`src/include/mofd_regs.vh`:
```
`ifndef MOFD_REGS_VH
`define MOFD_REGS_VH

// instruction formats, supplied by the core's opcode classifier
`define MOFD_FMT_NONE 4'h0
`define MOFD_FMT_BYTE 4'h1
`define MOFD_FMT_BIT 4'h2
`define MOFD_FMT_LIT 4'h3
`define MOFD_FMT_LFSR 4'h4
`define MOFD_FMT_MOVE 4'h5
`define MOFD_FMT_IDXMOVE 4'h6
`define MOFD_FMT_CALL 4'h7
`define MOFD_FMT_GOTO 4'h8
`define MOFD_FMT_RET 4'h9
`define MOFD_FMT_BRA 4'ha
`define MOFD_FMT_BCOND 4'hb
`define MOFD_FMT_TBL 4'hc

// field positions
`define MOFD_SECOND_TAG 4'hf
`define MOFD_POS_DEST 9
`define MOFD_POS_ACCESS 8
`define MOFD_POS_FAST 8
`define MOFD_POS_TBLWR 2

// literal widths
`define MOFD_LW_8 2'h0
`define MOFD_LW_12 2'h1
`define MOFD_LW_20 2'h2

// table pointer modes
`define MOFD_TM_NONE 2'h0
`define MOFD_TM_POSTINC 2'h1
`define MOFD_TM_POSTDEC 2'h2
`define MOFD_TM_PREINC 2'h3

// timing: clocks per instruction cycle, index of last phase
`define MOFD_LAST_PHASE 2'h3

// access RAM split within the file field
`define MOFD_ACCESS_SPLIT 8'h80
`define MOFD_ACCESS_HIGH_BANK 4'hf

// register map (byte addresses)
`define MOFD_OFS_BANK 8'h00
`define MOFD_OFS_ACC 8'h04
`define MOFD_OFS_TABLE_POINTER 8'h08
`define MOFD_OFS_TBLLATCH 8'h0c
`define MOFD_OFS_FLAGS 8'h10
`define MOFD_OFS_DECSTAT 8'h14

// reset values
`define MOFD_RST_BANK 4'h0
`define MOFD_RST_ACC 8'h00
`define MOFD_RST_TABLE_POINTER 21'h000000
`define MOFD_RST_TBLLATCH 8'h00
`define MOFD_RST_FLAGS 5'h00
`endif

```
`src/rtl/mofd_field_extract.v`:
```
`include "mofd_regs.vh"

module mofd_field_extract (
  input wire [15:0] firstWord,
  input wire [15:0] secondWord,
  input wire [3:0] fmt,
  input wire [3:0] bankSel,
  input wire [20:0] pcNext,
  output reg [11:0] dataAddr,
  output reg [11:0] srcAddr,
  output reg [11:0] dstAddr,
  output reg destFile,
  output reg [2:0] bitPos,
  output reg [1:0] ptrSel,
  output reg [19:0] literal,
  output reg [1:0] litWidth,
  output reg [20:0] target,
  output reg fastBit,
  output reg [1:0] tblMode,
  output reg [6:0] srcOffset,
  output reg [6:0] dstOffset
);

  function [11:0] fileAddr;
    input accessBit;
    input [7:0] f;
    input [3:0] bank;
    begin
      if (accessBit) begin
        fileAddr = {bank, f};
      end else if (f < `MOFD_ACCESS_SPLIT) begin
        fileAddr = {4'h0, f};
      end else begin
        fileAddr = {`MOFD_ACCESS_HIGH_BANK, f};
      end
    end
  endfunction

  function [20:0] relTarget;
    input [20:0] pc;
    input [10:0] off;
    begin
      relTarget = pc + {{9{off[10]}}, off, 1'b0};
    end
  endfunction

  always @* begin
    dataAddr = fileAddr(firstWord[`MOFD_POS_ACCESS], firstWord[7:0], bankSel);
    srcAddr = firstWord[11:0];
    dstAddr = secondWord[11:0];
    destFile = 1'b0;
    bitPos = 3'h0;
    ptrSel = 2'h0;
    literal = {12'h000, firstWord[7:0]};
    litWidth = `MOFD_LW_8;
    target = 21'h000000;
    fastBit = 1'b0;
    tblMode = firstWord[1:0];
    srcOffset = firstWord[6:0];
    dstOffset = secondWord[6:0];
    case (fmt)
      `MOFD_FMT_BYTE: begin
        destFile = firstWord[`MOFD_POS_DEST];
      end
      `MOFD_FMT_BIT: begin
        bitPos = firstWord[11:9];
      end
      `MOFD_FMT_LFSR: begin
        ptrSel = firstWord[5:4];
        literal = {8'h00, firstWord[3:0], secondWord[7:0]};
        litWidth = `MOFD_LW_12;
      end
      `MOFD_FMT_MOVE: begin
        srcAddr = firstWord[11:0];
        dstAddr = secondWord[11:0];
      end
      `MOFD_FMT_CALL, `MOFD_FMT_GOTO: begin
        literal = {secondWord[11:0], firstWord[7:0]};
        litWidth = `MOFD_LW_20;
        target = {secondWord[11:0], firstWord[7:0], 1'b0};
        fastBit = (fmt == `MOFD_FMT_CALL) ? firstWord[`MOFD_POS_FAST] : 1'b0;
      end
      `MOFD_FMT_RET: begin
        fastBit = firstWord[0];
      end
      `MOFD_FMT_BRA: begin
        target = relTarget(pcNext, firstWord[10:0]);
      end
      `MOFD_FMT_BCOND: begin
        target = relTarget(pcNext, {{3{firstWord[7]}}, firstWord[7:0]});
      end
      default: begin
        literal = {12'h000, firstWord[7:0]};
      end
    endcase
  end

endmodule // mofd_field_extract

```
`src/rtl/mofd_decoder.v`:
```
`include "mofd_regs.vh"

module mofd_decoder #(
  parameter PADDR_W = 8
) (
  input wire clk,
  input wire nrst,
  // fetch side
  input wire [15:0] fetchWord,
  input wire [3:0] fetchFmt,
  input wire [20:0] pcNext,
  // datapath results
  input wire resultValid,
  input wire [7:0] resultData,
  input wire flagValid,
  input wire [4:0] flagMask,
  input wire [4:0] flagValue,
  input wire tblReadValid,
  input wire [7:0] tblReadData,
  // apb slave
  input wire psel,
  input wire penable,
  input wire pwrite,
  input wire [PADDR_W-1:0] paddr,
  input wire [31:0] pwdata,
  output wire [31:0] prdata,
  output wire pready,
  output wire pslverr,
  // decoded fields
  output wire decValid,
  output wire decNop,
  output wire [3:0] decFmt,
  output wire [11:0] dataAddr,
  output wire writeAcc,
  output wire writeFile,
  output wire [2:0] bitPos,
  output wire [1:0] ptrSel,
  output wire [11:0] srcAddr,
  output wire [11:0] dstAddr,
  output wire [6:0] srcOffset,
  output wire [6:0] dstOffset,
  output wire [19:0] literal,
  output wire [1:0] litWidth,
  output wire [20:0] target,
  output wire fastSave,
  output wire fastRestore,
  output wire tblRead,
  output wire tblWrite,
  output wire [20:0] tblAddr,
  output wire [7:0] tblWriteData,
  output wire [7:0] accValue,
  output wire [4:0] aluFlags,
  output wire [3:0] bankSel
);

  reg [1:0] phase_q;
  reg pending_q;
  reg [15:0] firstWord_q;
  reg [3:0] firstFmt_q;
  reg [15:0] exWord1;
  reg [15:0] exWord2;
  reg [3:0] exFmt;
  wire boundary;
  reg decodeNow;
  reg lonePad;

  wire [11:0] xDataAddr;
  wire [11:0] xSrcAddr;
  wire [11:0] xDstAddr;
  wire xDestFile;
  wire [2:0] xBitPos;
  wire [1:0] xPtrSel;
  wire [19:0] xLiteral;
  wire [1:0] xLitWidth;
  wire [20:0] xTarget;
  wire xFast;
  wire [1:0] xTblMode;
  wire [6:0] xSrcOffset;
  wire [6:0] xDstOffset;

  reg decValid_q;
  reg decNop_q;
  reg [3:0] decFmt_q;
  reg [11:0] dataAddr_q;
  reg writeAcc_q;
  reg writeFile_q;
  reg [2:0] bitPos_q;
  reg [1:0] ptrSel_q;
  reg [11:0] srcAddr_q;
  reg [11:0] dstAddr_q;
  reg [6:0] srcOffset_q;
  reg [6:0] dstOffset_q;
  reg [19:0] literal_q;
  reg [1:0] litWidth_q;
  reg [20:0] target_q;
  reg fastSave_q;
  reg fastRestore_q;
  reg tblRead_q;
  reg tblWrite_q;
  reg [20:0] tblAddr_q;

  reg [3:0] bank_q;
  reg [7:0] acc_q;
  reg [20:0] table_pointer_q;
  reg [20:0] table_pointer_d;
  reg [20:0] tblAddr_d;
  reg [7:0] tblLatch_q;
  reg [4:0] flags_q;

  reg [31:0] prdata_q;
  reg pready_q;
  reg pslverr_q;
  reg [31:0] rdMux;
  reg rdHit;
  wire apbStart;
  wire apbDone;
  wire apbWr;

  // at most one decode per four-clock instruction cycle; none while a first word waits for its second
  assign boundary = (phase_q == `MOFD_LAST_PHASE);

  always @(posedge clk) begin
    if (!nrst) begin
      phase_q <= 2'h0;
    end else begin
      phase_q <= phase_q + 2'h1;
    end
  end

  // pairing of first and second words
  always @* begin
    exWord1 = fetchWord;
    exWord2 = 16'h0000;
    exFmt = fetchFmt;
    decodeNow = 1'b0;
    lonePad = 1'b0;
    if (boundary) begin
      if (pending_q) begin
        exWord1 = firstWord_q;
        exWord2 = fetchWord;
        exFmt = firstFmt_q;
        decodeNow = (fetchWord[15:12] == `MOFD_SECOND_TAG);
        lonePad = ~decodeNow;
      end else if (fetchWord[15:12] == `MOFD_SECOND_TAG) begin
        lonePad = 1'b1;
      end else if (fetchFmt == `MOFD_FMT_LFSR || fetchFmt == `MOFD_FMT_MOVE ||
                   fetchFmt == `MOFD_FMT_IDXMOVE || fetchFmt == `MOFD_FMT_CALL ||
                   fetchFmt == `MOFD_FMT_GOTO) begin
        decodeNow = 1'b0;
      end else begin
        decodeNow = 1'b1;
      end
    end
  end

  always @(posedge clk) begin
    if (!nrst) begin
      pending_q <= 1'b0;
      firstWord_q <= 16'h0000;
      firstFmt_q <= `MOFD_FMT_NONE;
    end else if (boundary) begin
      if (pending_q || lonePad || decodeNow) begin
        pending_q <= 1'b0;
      end else begin
        pending_q <= 1'b1;
        firstWord_q <= fetchWord;
        firstFmt_q <= fetchFmt;
      end
    end
  end

  mofd_field_extract u_extract (
    .firstWord(exWord1),
    .secondWord(exWord2),
    .fmt(exFmt),
    .bankSel(bank_q),
    .pcNext(pcNext),
    .dataAddr(xDataAddr),
    .srcAddr(xSrcAddr),
    .dstAddr(xDstAddr),
    .destFile(xDestFile),
    .bitPos(xBitPos),
    .ptrSel(xPtrSel),
    .literal(xLiteral),
    .litWidth(xLitWidth),
    .target(xTarget),
    .fastBit(xFast),
    .tblMode(xTblMode),
    .srcOffset(xSrcOffset),
    .dstOffset(xDstOffset)
  );

  // table pointer stepping
  always @* begin
    table_pointer_d = table_pointer_q;
    tblAddr_d = table_pointer_q;
    case (xTblMode)
      `MOFD_TM_POSTINC: begin
        table_pointer_d = table_pointer_q + 21'h000001;
      end
      `MOFD_TM_POSTDEC: begin
        table_pointer_d = table_pointer_q - 21'h000001;
      end
      `MOFD_TM_PREINC: begin
        table_pointer_d = table_pointer_q + 21'h000001;
        tblAddr_d = table_pointer_q + 21'h000001;
      end
      default: begin
        table_pointer_d = table_pointer_q;
      end
    endcase
  end

  // decoded fields held for the whole instruction cycle
  always @(posedge clk) begin
    if (!nrst) begin
      decValid_q <= 1'b0;
      decNop_q <= 1'b0;
      decFmt_q <= `MOFD_FMT_NONE;
      dataAddr_q <= 12'h000;
      writeAcc_q <= 1'b0;
      writeFile_q <= 1'b0;
      bitPos_q <= 3'h0;
      ptrSel_q <= 2'h0;
      srcAddr_q <= 12'h000;
      dstAddr_q <= 12'h000;
      srcOffset_q <= 7'h00;
      dstOffset_q <= 7'h00;
      literal_q <= 20'h00000;
      litWidth_q <= `MOFD_LW_8;
      target_q <= 21'h000000;
      fastSave_q <= 1'b0;
      fastRestore_q <= 1'b0;
      tblRead_q <= 1'b0;
      tblWrite_q <= 1'b0;
      tblAddr_q <= `MOFD_RST_TABLE_POINTER;
    end else begin
      decValid_q <= decodeNow | lonePad;
      if (decodeNow | lonePad) begin
        decNop_q <= lonePad;
        decFmt_q <= lonePad ? `MOFD_FMT_NONE : exFmt;
        dataAddr_q <= xDataAddr;
        writeAcc_q <= decodeNow && exFmt == `MOFD_FMT_BYTE && !xDestFile;
        writeFile_q <= decodeNow && exFmt == `MOFD_FMT_BYTE && xDestFile;
        bitPos_q <= xBitPos;
        ptrSel_q <= xPtrSel;
        srcAddr_q <= xSrcAddr;
        dstAddr_q <= xDstAddr;
        srcOffset_q <= xSrcOffset;
        dstOffset_q <= xDstOffset;
        literal_q <= xLiteral;
        litWidth_q <= xLitWidth;
        target_q <= xTarget;
        fastSave_q <= decodeNow && exFmt == `MOFD_FMT_CALL && xFast;
        fastRestore_q <= decodeNow && exFmt == `MOFD_FMT_RET && xFast;
        tblRead_q <= decodeNow && exFmt == `MOFD_FMT_TBL && !exWord1[`MOFD_POS_TBLWR];
        tblWrite_q <= decodeNow && exFmt == `MOFD_FMT_TBL && exWord1[`MOFD_POS_TBLWR];
        if (decodeNow && exFmt == `MOFD_FMT_TBL) begin
          tblAddr_q <= tblAddr_d;
        end
      end
    end
  end

  // apb: access phase lasts two cycles, write commits when pready is high
  assign apbStart = psel & penable & ~pready_q;
  assign apbDone = psel & penable & pready_q;
  assign apbWr = apbDone & pwrite & ~pslverr_q;

  always @* begin
    rdMux = 32'h00000000;
    rdHit = 1'b1;
    case (paddr)
      `MOFD_OFS_BANK: rdMux = {28'h0000000, bank_q};
      `MOFD_OFS_ACC: rdMux = {24'h000000, acc_q};
      `MOFD_OFS_TABLE_POINTER: rdMux = {11'h000, table_pointer_q};
      `MOFD_OFS_TBLLATCH: rdMux = {24'h000000, tblLatch_q};
      `MOFD_OFS_FLAGS: rdMux = {27'h0000000, flags_q};
      `MOFD_OFS_DECSTAT: rdMux = {26'h0000000, phase_q, pending_q, decFmt_q[2:0]};
      default: rdHit = 1'b0;
    endcase
  end

  always @(posedge clk) begin
    if (!nrst) begin
      pready_q <= 1'b0;
      pslverr_q <= 1'b0;
      prdata_q <= 32'h00000000;
    end else begin
      pready_q <= apbStart;
      pslverr_q <= apbStart & ~rdHit;
      if (apbStart) begin
        prdata_q <= pwrite ? 32'h00000000 : rdMux;
      end
    end
  end

  // core state; datapath updates win over software writes
  always @(posedge clk) begin
    if (!nrst) begin
      bank_q <= `MOFD_RST_BANK;
      acc_q <= `MOFD_RST_ACC;
      table_pointer_q <= `MOFD_RST_TABLE_POINTER;
      tblLatch_q <= `MOFD_RST_TBLLATCH;
      flags_q <= `MOFD_RST_FLAGS;
    end else begin
      if (apbWr && paddr == `MOFD_OFS_BANK) begin
        bank_q <= pwdata[3:0];
      end
      if (resultValid && writeAcc_q) begin
        acc_q <= resultData;
      end else if (apbWr && paddr == `MOFD_OFS_ACC) begin
        acc_q <= pwdata[7:0];
      end
      if (decodeNow && exFmt == `MOFD_FMT_TBL) begin
        table_pointer_q <= table_pointer_d;
      end else if (apbWr && paddr == `MOFD_OFS_TABLE_POINTER) begin
        table_pointer_q <= pwdata[20:0];
      end
      if (tblReadValid) begin
        tblLatch_q <= tblReadData;
      end else if (apbWr && paddr == `MOFD_OFS_TBLLATCH) begin
        tblLatch_q <= pwdata[7:0];
      end
      if (flagValid) begin
        flags_q <= (flags_q & ~flagMask) | (flagValue & flagMask);
      end else if (apbWr && paddr == `MOFD_OFS_FLAGS) begin
        flags_q <= pwdata[4:0];
      end
    end
  end

  assign prdata = prdata_q;
  assign pready = pready_q;
  assign pslverr = pslverr_q;
  assign decValid = decValid_q;
  assign decNop = decNop_q;
  assign decFmt = decFmt_q;
  assign dataAddr = dataAddr_q;
  assign writeAcc = writeAcc_q;
  assign writeFile = writeFile_q;
  assign bitPos = bitPos_q;
  assign ptrSel = ptrSel_q;
  assign srcAddr = srcAddr_q;
  assign dstAddr = dstAddr_q;
  assign srcOffset = srcOffset_q;
  assign dstOffset = dstOffset_q;
  assign literal = literal_q;
  assign litWidth = litWidth_q;
  assign target = target_q;
  assign fastSave = fastSave_q;
  assign fastRestore = fastRestore_q;
  assign tblRead = tblRead_q;
  assign tblWrite = tblWrite_q;
  assign tblAddr = tblAddr_q;
  assign tblWriteData = tblLatch_q;
  assign accValue = acc_q;
  assign aluFlags = flags_q;
  assign bankSel = bank_q;

endmodule // mofd_decoder

```
`config.mk`:
```
export PLATFORM = sky130hd
export DESIGN_NAME = mofd_decoder
export DESIGN_NICKNAME = d
export VERILOG_FILES = /design/src/rtl/mofd_field_extract.v /design/src/rtl/mofd_decoder.v
export VERILOG_INCLUDE_DIRS = /design/src /design/src/include
export SDC_FILE = /design/constraint.sdc
export NUM_CORES = 1
export LEC_CHECK = 0
export BUFFER_PORTS_ARGS = -buffer_cell sky130_fd_sc_hd__buf_2
export CAP_MARGIN = 10
export CORE_MARGIN = 3
export CORE_UTILIZATION = 48
export DETAILED_ROUTE_END_ITERATION = 10
export GPL_TIMING_DRIVEN = 0
export PLACE_DENSITY = 0.77
export REMOVE_ABC_BUFFERS = 1
export SLEW_MARGIN = 0
export SYNTH_ARGS = -nofsm -noshare
export SYNTH_HDL_FRONTEND = slang
export SYNTH_SLANG_ARGS = --single-unit
```
`constraint.sdc`:
```
create_clock -name clk -period 3.6 [get_ports clk]
set_input_delay 0 -clock clk [delete_from_list [all_inputs] [get_ports clk]]
set_output_delay 0 -clock clk [all_outputs]
set_load 0.02 [all_outputs]
```
==> results of run 1 <==
[cell type report]
cell class              count  share of cell area [%]
clock buffers              21                    3.48
multi-input cells         963                    44.2
clock inverters            10                    1.06
flip-flops and latches    197                    29.2
well taps                 275                    2.55
inverters                  20                   0.621
repair buffers            390                    18.9
[how the worst min path moves through the flow]
stage          slack, ns               to      startpoint
2_1_floorplan       0.09    firstFmt_q[3]     fetchFmt[2]
3_3_place_gp        0.23  tblWriteData[1]  tblReadData[1]
3_5_place_dp        0.24  tblWriteData[2]  tblReadData[2]
4_1_cts            0.003  tblWriteData[7]    tblReadValid
5_1_grt             0.01  tblWriteData[7]    tblReadValid
6_report            0.02  tblWriteData[7]    tblReadValid
[through the flow]
stage | setup TNS [ns] | std cells | setup WS [ns] | hold slack (ns) | instance area [sq um]
CTS | 0 | 1870 | 0.0293 | 0.00310 | 13400
finish | 0 | 1876 | 0.119 | 0.0239 | 13500
global route | -0.0271 | 1876 | -0.0136 | 0.0148 | 13500
global placement | -398.71 | 1735 | -4.83 | 0.233 | 11600
detailed placement | -46.23 | 1744 | -2.04 | 0.241 | 11800
floorplan | -117.78 | 1178 | -1.70 | 0.0894 | 9860
[cell families after synthesis]
group | share of synthesized area [%]
adder cells (fa/ha/maj) | 3.17
XOR/XNOR | 2.92
AND/OR/NAND/NOR | 21.4
AO/OA/AOI/OAI | 22.2
other | 0.0358
buffers and inverters | 7.03
multiplexers | 5.61
flip-flops | 37.6
[cell usage in the layout (no fill, tap or decap), drive strengths merged, types with 9 or more instances in the layout]
| cell type | n |
|---|---|
| a21oi | 119 |
| clkbuf | 22 |
| a211oi | 31 |
| dfxtp | 197 |
| nor3 | 38 |
| conb | 11 |
| buf | 305 |
| o22ai | 13 |
| a31oi | 14 |
| nand3 | 52 |
| mux2i | 34 |
| a22oi | 28 |
| dlygate4sd3 | 84 |
| inv | 22 |
| a311oi | 13 |
| nor2 | 169 |
| nand2 | 159 |
| nand4 | 9 |
| and3 | 9 |
| xnor2 | 18 |
| a32oi | 10 |
| o211ai | 15 |
| ha | 25 |
| mux2 | 14 |
| o21ai | 30 |
| xor2 | 17 |
[worst register-to-register path, cell delays in order, from the launching register on]
cell        delay [ns]
dfxtp_1           0.37
ha_4              0.25
a21boi_0          0.18
nor2_2            0.34
clkinvlp_4        0.26
ha_1              0.30
inv_1             0.09
fa_1              0.20
nor2b_1           0.06
o21ai_0           0.21
nand2_1           0.14
a31oi_2           0.33
o21ai_0           0.17
and4b_1           0.23
o31a_1            0.22
[per-layer routing]
| layer | vias to the layer above | wire length, microns | part of all wire, % | global-route usage (%) |
|---|---|---|---|---|
| met2 | 504 | 16800 | 48 | 47.6 |
| met4 | 0 | 909 | 2.6 | 9.50 |
| li1 | 5233 | - | - | - |
| met5 | - | 0 | 0 | 0 |
| met1 | 5145 | 14400 | 41 | 35.9 |
| met3 | 77 | 2730 | 7.8 | 5.83 |
[cells in the mapped netlist (all sizes together), types with 5 or more instances]
master / count
a222oi: 5
a21boi: 5
mux2i: 34
o31a: 8
clkbuf: 71
a32oi: 10
xor2: 17
nor2: 169
o22ai: 13
nand2: 158
a221oi: 7
inv: 20
dfxtp: 197
xnor2: 18
or3: 5
nor3: 38
nor4: 7
a211oi: 31
a311oi: 13
o211ai: 15
nand4: 9
mux2: 14
a31oi: 14
a21oi: 119
nor2b: 7
a21o: 8
and2: 7
a22oi: 28
o32ai: 6
ha: 25
or4: 6
buf: 64
nand3: 52
and3: 9
o21ai: 30
[sequential cells by signal, indices dropped and copies added (netlist names), 8 cells and up, named ones only]
signal / flops
prdata: 21
table_pointer_q: 21
target: 21
tblAddr: 21
literal: 20
dataAddr: 12
dstAddr: 12
firstWord_q: 12
accValue: 8
tblWriteData: 8
[report_power, final]
group	internal [uW]	switching (uW)	total, uW
combinational	301	446	747
clock	1150	858	2010
sequential	2210	26.8	2240
total	3670	1330	5000
[what timing repair did]
| item | 4_1_cts | 5_1_grt |
|---|---|---|
| setup endpoints to repair | 69 | 20 |
| endpoints found under the hold margin | 92 | 0 |
| hold buffers | 84 | 0 |
| setup buffers | 10 | 3 |
| cloned | 1 | 1 |
| pin swaps | 1 | 1 |
| resized for setup | 15 | 11 |
==> qor.yml, run 1 <==
die:
  fp.coreArea_sq_um: 21200
  start_util_pct: 49.4
  ioPinCount: 305
  die_x_microns: 154
  die_area_sq_um: 23700
  placementRows: 53
  fp.dieH_microns: 154
sta:
  drv_slew: 0
  finalHoldViolations: 0
  min_period_over_period_pct: 96.7
  slew_headroom_pct: 20.7
  period_minus_slack_ns: 3.48
  worst_pin_slew_ns: 1.18
  fmax_mhz: 287
  rsz0062_at_grt: "yes"
  setup_viol: 0
  finClkSkew_ns: 0.0203
cells_and_area:
  antenna_cells: 0
  final_util_pct: 63.6
  multi_input_area_sq_um: 5960
  drive_gt1_share_pct: 24.2
  area_growth_pct: 28.8
  nFillCells: 1812
  fin_nets: 1730
  seq_area_sq_um: 3950
synth:
  synth_flop_cell: "dfxtp_1"
  async_reset_ff_share_pct: 0
  syn-cell-area_sq_um: 10500
  yosys.area.top_type: "dfxtp_1"
  synth_cell_types: 79
  synth.avg_cell_area_sq_um: 8.05
  yosysWarnings: 0
  synth_seq_cells: 197
  synth_edf_count: 0
  yosysSeqAreaShare_pct: 37.6
  synth_top_area_share_pct: 37.6
  synthCells: 1303
  synth_area_leaders: "dfxtp_1 38%, nor2_1 6.0%, a21oi_1 5.7%, nand2_1 5.6%, mux2i_1 3.2%"
clock_network:
  clockRootBuffer: "clkbuf_16"
  clk_path_buf_depth: 2
  cts_tree: "built"
  clock_latency_ns: 0.43
  clkTransAtPathRegs_ns: 0.07
  numCtsBuffers: 17
  cts_max_level: 4
  clock-sinks: 197
worst_setup_path:
  crit_arrival_ns: 3.79
  required_ns: 3.91
  critPathLaunch: "phase_q[1]"
  worstPathBufferInverterCount: 2
  path_cells: "ha_4 -> a21boi_0 -> nor2_2 -> clkinvlp_4 -> ha_1 -> inv_1 -> fa_1 -> nor2b_1 -> o21ai_0 -> nand2_1 -> a31oi_2 -> o21ai_0 -> and4b_1 -> o31a_1"
  r2r_start: "phase_q[1]"
  worstRegToRegCells: 14
  cp_slowest_cell: "dfxtp_1"
  r2r_slack_ns: 0.12
  path_common_cell: "o21ai_0"
  max_stage_delay_ns: 0.37
  cp-endpoint: "target[17]"
  critPathCaptureType: "flip-flop"
  cp.depth: 14
  crit_fanout: 9
  rr_endpoint: "target[17]"
  criticalPathCategory: "reg2reg"
  cp-start-kind: "flip-flop"
  path_delay_family: "compound AO/OA/AOI/OAI gates"
min_path:
  hold_path.class: "in2reg"
  min_path_cells: 3
placed_design:
  dp_hpwl_microns: 23200
  gp_congestion: 0.918
  io_buffers: 282
power:
  vdd_drop_max_mv: 0.278
  p_total_uw: 5000
  p_leak_uw: 0.00579
  power.density_nw_per_um2: 370
flow_run:
  drv_cap: 0
outcome:
  status: "completed"
route:
  final_antenna_net_count: 0
  dr.pass1.iters: 5
  routed_wl_microns: 34900
  via_per_inst: 5.84
  drc_errors: 0
  route.vias.total: 11000
  drtIter0Drc: 801
  wl_per_cell_microns: 18.6
global_route:
  grt_overflow: 0
  grt_max_degree: 105
  grt_pass1_wl_microns: 55000
  grt_usage_pct: 28.1
  antenna_found_initial: 0
  grt_pass1_vias: 10500
No activity file was read; power rests on OpenSTA's default activity.
==> run 2: changes to the inputs <==
Settings changed: ABC_AREA from default to 1, ABC_CLOCK_PERIOD_IN_PS from default to 3600, PLACE_DENSITY 0.77 to 0.76.
==> qor.yml, run 2 <==
outcome:
  status: "completed"
sta:
  slew_headroom_pct: 23.2  # +2.5 points
  rsz0062_at_grt: "no"
  holdWs_ns: 0.0338  # +0.00996 ns
  setup_viol: 0  # unchanged
  finClkSkew_ns: 0.0135  # -0.00677 ns
  period_minus_slack_ns: 3.33  # -0.156 ns
  fmax_mhz: 301  # +4.7%
  worst_pin_slew_ns: 1.15  # -0.0336 ns
  worst_slack_ns: 0.275  # +0.156 ns
  min_period_over_period_pct: 92.4  # -4.3 points
  drv_slew: 0  # unchanged
  finalHoldViolations: 0  # unchanged
synth:
  muxShareOfSynthArea_pct: 0  # -5.6 points
  synth_flop_cell: "dfxtp_1"
  syn-cell-area_sq_um: 11100  # +5.8%
  synth_top_area_share_pct: 35.6  # -2.1 points
  synth_most_common_cell: "nand2_1"
  yosys.area.top_type: "dfxtp_1"
  async_reset_ff_share_pct: 0  # unchanged
  synth_top_family_by_area: "simple AND/OR/NAND/NOR gates"
  synth_xor_area_share_pct: 1.50  # -1.4 points
  yosysWarnings: 0  # unchanged
  yosysSeqAreaShare_pct: 35.6  # -2.1 points
  synth_seq_cells: 197  # unchanged
  synthTopCellsByCount: "429 x nand2_1, 197 x dfxtp_1, 173 x nor2_1"
  synth.avg_cell_area_sq_um: 6.51  # -19%
  synth-simple-area-share_pct: 29.6  # +8.2 points
  synth_area_leaders: "dfxtp_1 36%, nand2_1 15%, a21oi_1 7.1%, o21ai_0 7.1%, nor2_1 5.9%"
  synth_cell_types: 39  # -51%
  synth_compound_area_share_pct: 19.3  # -2.9 points
  synth_edf_count: 0  # unchanged
  synthCells: 1703  # +31%
  synth-adder-area-share_pct: 3.00  # -0.17 points
clock_network:
  cts_tree: "built"
  clockRootBuffer: "clkbuf_16"
  clock_latency_ns: 0.44  # about the same
  clock-sinks: 197  # unchanged
  clkTransAtPathRegs_ns: 0.08  # about the same
  numCtsBuffers: 17  # unchanged
  cts_max_level: 4  # unchanged
  clk_path_buf_depth: 2  # unchanged
cells_and_area:
  fin_cells: 2300  # +23%
  nFillCells: 2000  # +10%
  area_growth_pct: 27.1
  drive_gt1_share_pct: 18.4  # -5.9 points
  mostFrequentLayoutCells: "426 x nand2_1, 281 x buf_2, 196 x dfxtp_1"
  final_common_cell: "nand2_1"
  antenna_cells: 0  # unchanged
  fin_nets: 2148  # +24%
global_route:
  antenna_found_initial: 0  # unchanged
  grt_pass1_vias: 11800  # +13%
  grt_max_degree: 80  # -24%
  grt_pass1_wl_microns: 61200  # +11%
  grt_usage_pct: 30.5  # +2.4 points
  grt_overflow: 0  # unchanged
power:
  p_leak_uw: 0.00687  # +19%
  combPwrFrac_pct: 16.2  # +1.3 points
  clockPowerShare_pct: 39.1  # -1.2 points
  p_int_uw: 3520  # -3.9%
  p_seq_share_pct: 44.7  # about the same
  vdd_drop_max_mv: 0.259  # -6.7%
  power.density_nw_per_um2: 359  # -2.9%
  p_sw_uw: 1540  # +16%
  switching_share_pct: 30.4  # +3.8 points
die:
  die_area_sq_um: 25000  # +5.6%
  fp.coreArea_sq_um: 22300  # +5.1%
  start_util_pct: 49.8  # +0.34 points
  fp.dieH_microns: 158  # +2.7%
  placementRows: 54  # +1.9%
  die_x_microns: 158  # +2.7%
  ioPinCount: 305  # unchanged
placed_design:
  io_buffers: 282  # unchanged
  post-place-ws_ns: -1.39  # +0.654 ns
  gp_congestion: 0.923  # +0.50%
  place_inst: 2161  # +24%
  dp_hpwl_microns: 26900  # +16%
route:
  dr.pass1.iters: 6  # +1
  drc_errors: 0  # unchanged
  final_antenna_net_count: 0  # unchanged
  route.vias.total: 12800  # +17%
  wl_per_cell_microns: 17.3  # -7.1%
  via_per_inst: 5.57  # -4.7%
  routed_wl_microns: 39700  # +14%
  drtIter0Drc: 1072  # +34%
worst_setup_path:
  rr_endpoint: "target[18]"
  r2r_slack_ns: 0.27  # +0.16 ns
  criticalPathCategory: "reg2reg"
  crit_fanout: 8  # -1
  required_ns: 3.97  # +0.06 ns
  crit_arrival_ns: 3.70  # -0.09 ns
  critPathCaptureType: "flip-flop"
  worstRegToRegCells: 17  # +3
  cp-start-kind: "flip-flop"
  r2r_start: "phase_q[1]"
min_path:
  hold_path.class: "in2reg"
  min-delay-start: "pwdata[6]"
  holdPathEnd: "table_pointer_q[6]"
  min_path_cells: 5  # +2
flow_run:
  drv_cap: 0  # unchanged
==> run 2: cell count changes in the layout (fill, tap and decap cells not counted), moves of 17 or more <==
cell / change
a211oi_1: -25
a31oi_1: +20
a21oi_1: +39
nand2_1: +269
inv_1: +126
nand3_1: +64
mux2i_1: -32
xnor2_1: -17
o21ai_0: +134
==> run 2: power groups by stage <==
stage | clock network (uW) | registers (uW) | logic, uW
CTS | 1990 | 2260 | 788
finish | 1980 | 2260 | 820
detailed placement | 0 | 2310 | 705
floorplan | 0 | 2370 | 367
global placement | 0 | 2310 | 688
global route | 2080 | 2270 | 900
==> run 2: kinds of logic after synthesis <==
group                      after synthesis
DFF                                    197
AOI/OAI and AO/OA                      400
other                                    1
xor gates and xnor gates                19
buffers and inverters                  271
adders and majority gates               26
and+or+nand+nor                        789
==> run 2: critical path, cell delays in order (launching register included) <==
cell and delay, ns:
dfxtp_1 0.35, ha_4 0.19, buf_4 0.18, nand3_1 0.09
nand2_1 0.15, nor2_1 0.18, nand3_1 0.16, nand2_2 0.15
clkinvlp_4 0.20, buf_4 0.20, ha_1 0.38, a21oi_2 0.21
o21bai_1 0.09, a21oi_1 0.17, nand3_1 0.09, nand2_1 0.06
nand3_1 0.18, a21oi_1 0.21
==> run 2: how the worst max path moves through the flow <==
| stage | from | to | cells past startpoint |
|---|---|---|---|
| after floorplan | phase_q[0] | target[7] | 17 |
| after global routing | phase_q[1] | target[18] | 18 |
| after global placement | phase_q[0] | target[11] | 17 |
| final | phase_q[1] | target[18] | 17 |
| after CTS | phase_q[0] | target[18] | 17 |
| after detailed placement | phase_q[0] | target[11] | 17 |
==> run 2: area by class of cell <==
class                           count  area, sq um  area share [%]
Timing Repair inverter              1         5.00          0.0355
Tap cell                          280          350            2.48
Multi-Input combinational cell   1247         6070            43.0
Sequential cell                   197         3950            28.0
Inverter                          152          596            4.22
Clock buffer                       18          429            3.04
Clock inverter                     14          164            1.16
Timing Repair Buffer              391         2540            18.0
==> run 2: per-layer routing <==
metal / GRT usage [%] / vias to the layer above / share of wire, %
li1: - / 6170 / -
met1: 41.4 / 5872 / 43
met2: 50.7 / 684 / 46
met3: 4.43 / 81 / 8.4
met4: 8.93 / 0 / 2.2
met5: 0 / - / 0
==> run 2: through the flow <==
| step | total power [uW] | area [sq um] | utilization (%) | setup TNS [ns] |
|---|---|---|---|---|
| after floorplan | 2730 | 10500 | - | 0 |
| after global placement | 3000 | 12200 | 54.9 | -82.96 |
| after detailed placement | 3020 | 12400 | 55.4 | -43.39 |
| after CTS | 5040 | 14000 | 62.9 | 0 |
| after global routing | 5250 | 14100 | 63.2 | 0 |
| final | 5060 | 14100 | 63.2 | 0 |
==> run 2: repair_timing <==
| action | 4_1_cts | 5_1_grt |
|---|---|---|
| hold buffers | 97 | 0 |
| setup endpoints to repair | 66 | 14 |
| gates resized for setup | 12 | 9 |
| hold endpoints to repair | 81 | 0 |
| cloned | 2 | 1 |
| pin swaps | 1 | 1 |
| setup buffers | 5 | 1 |
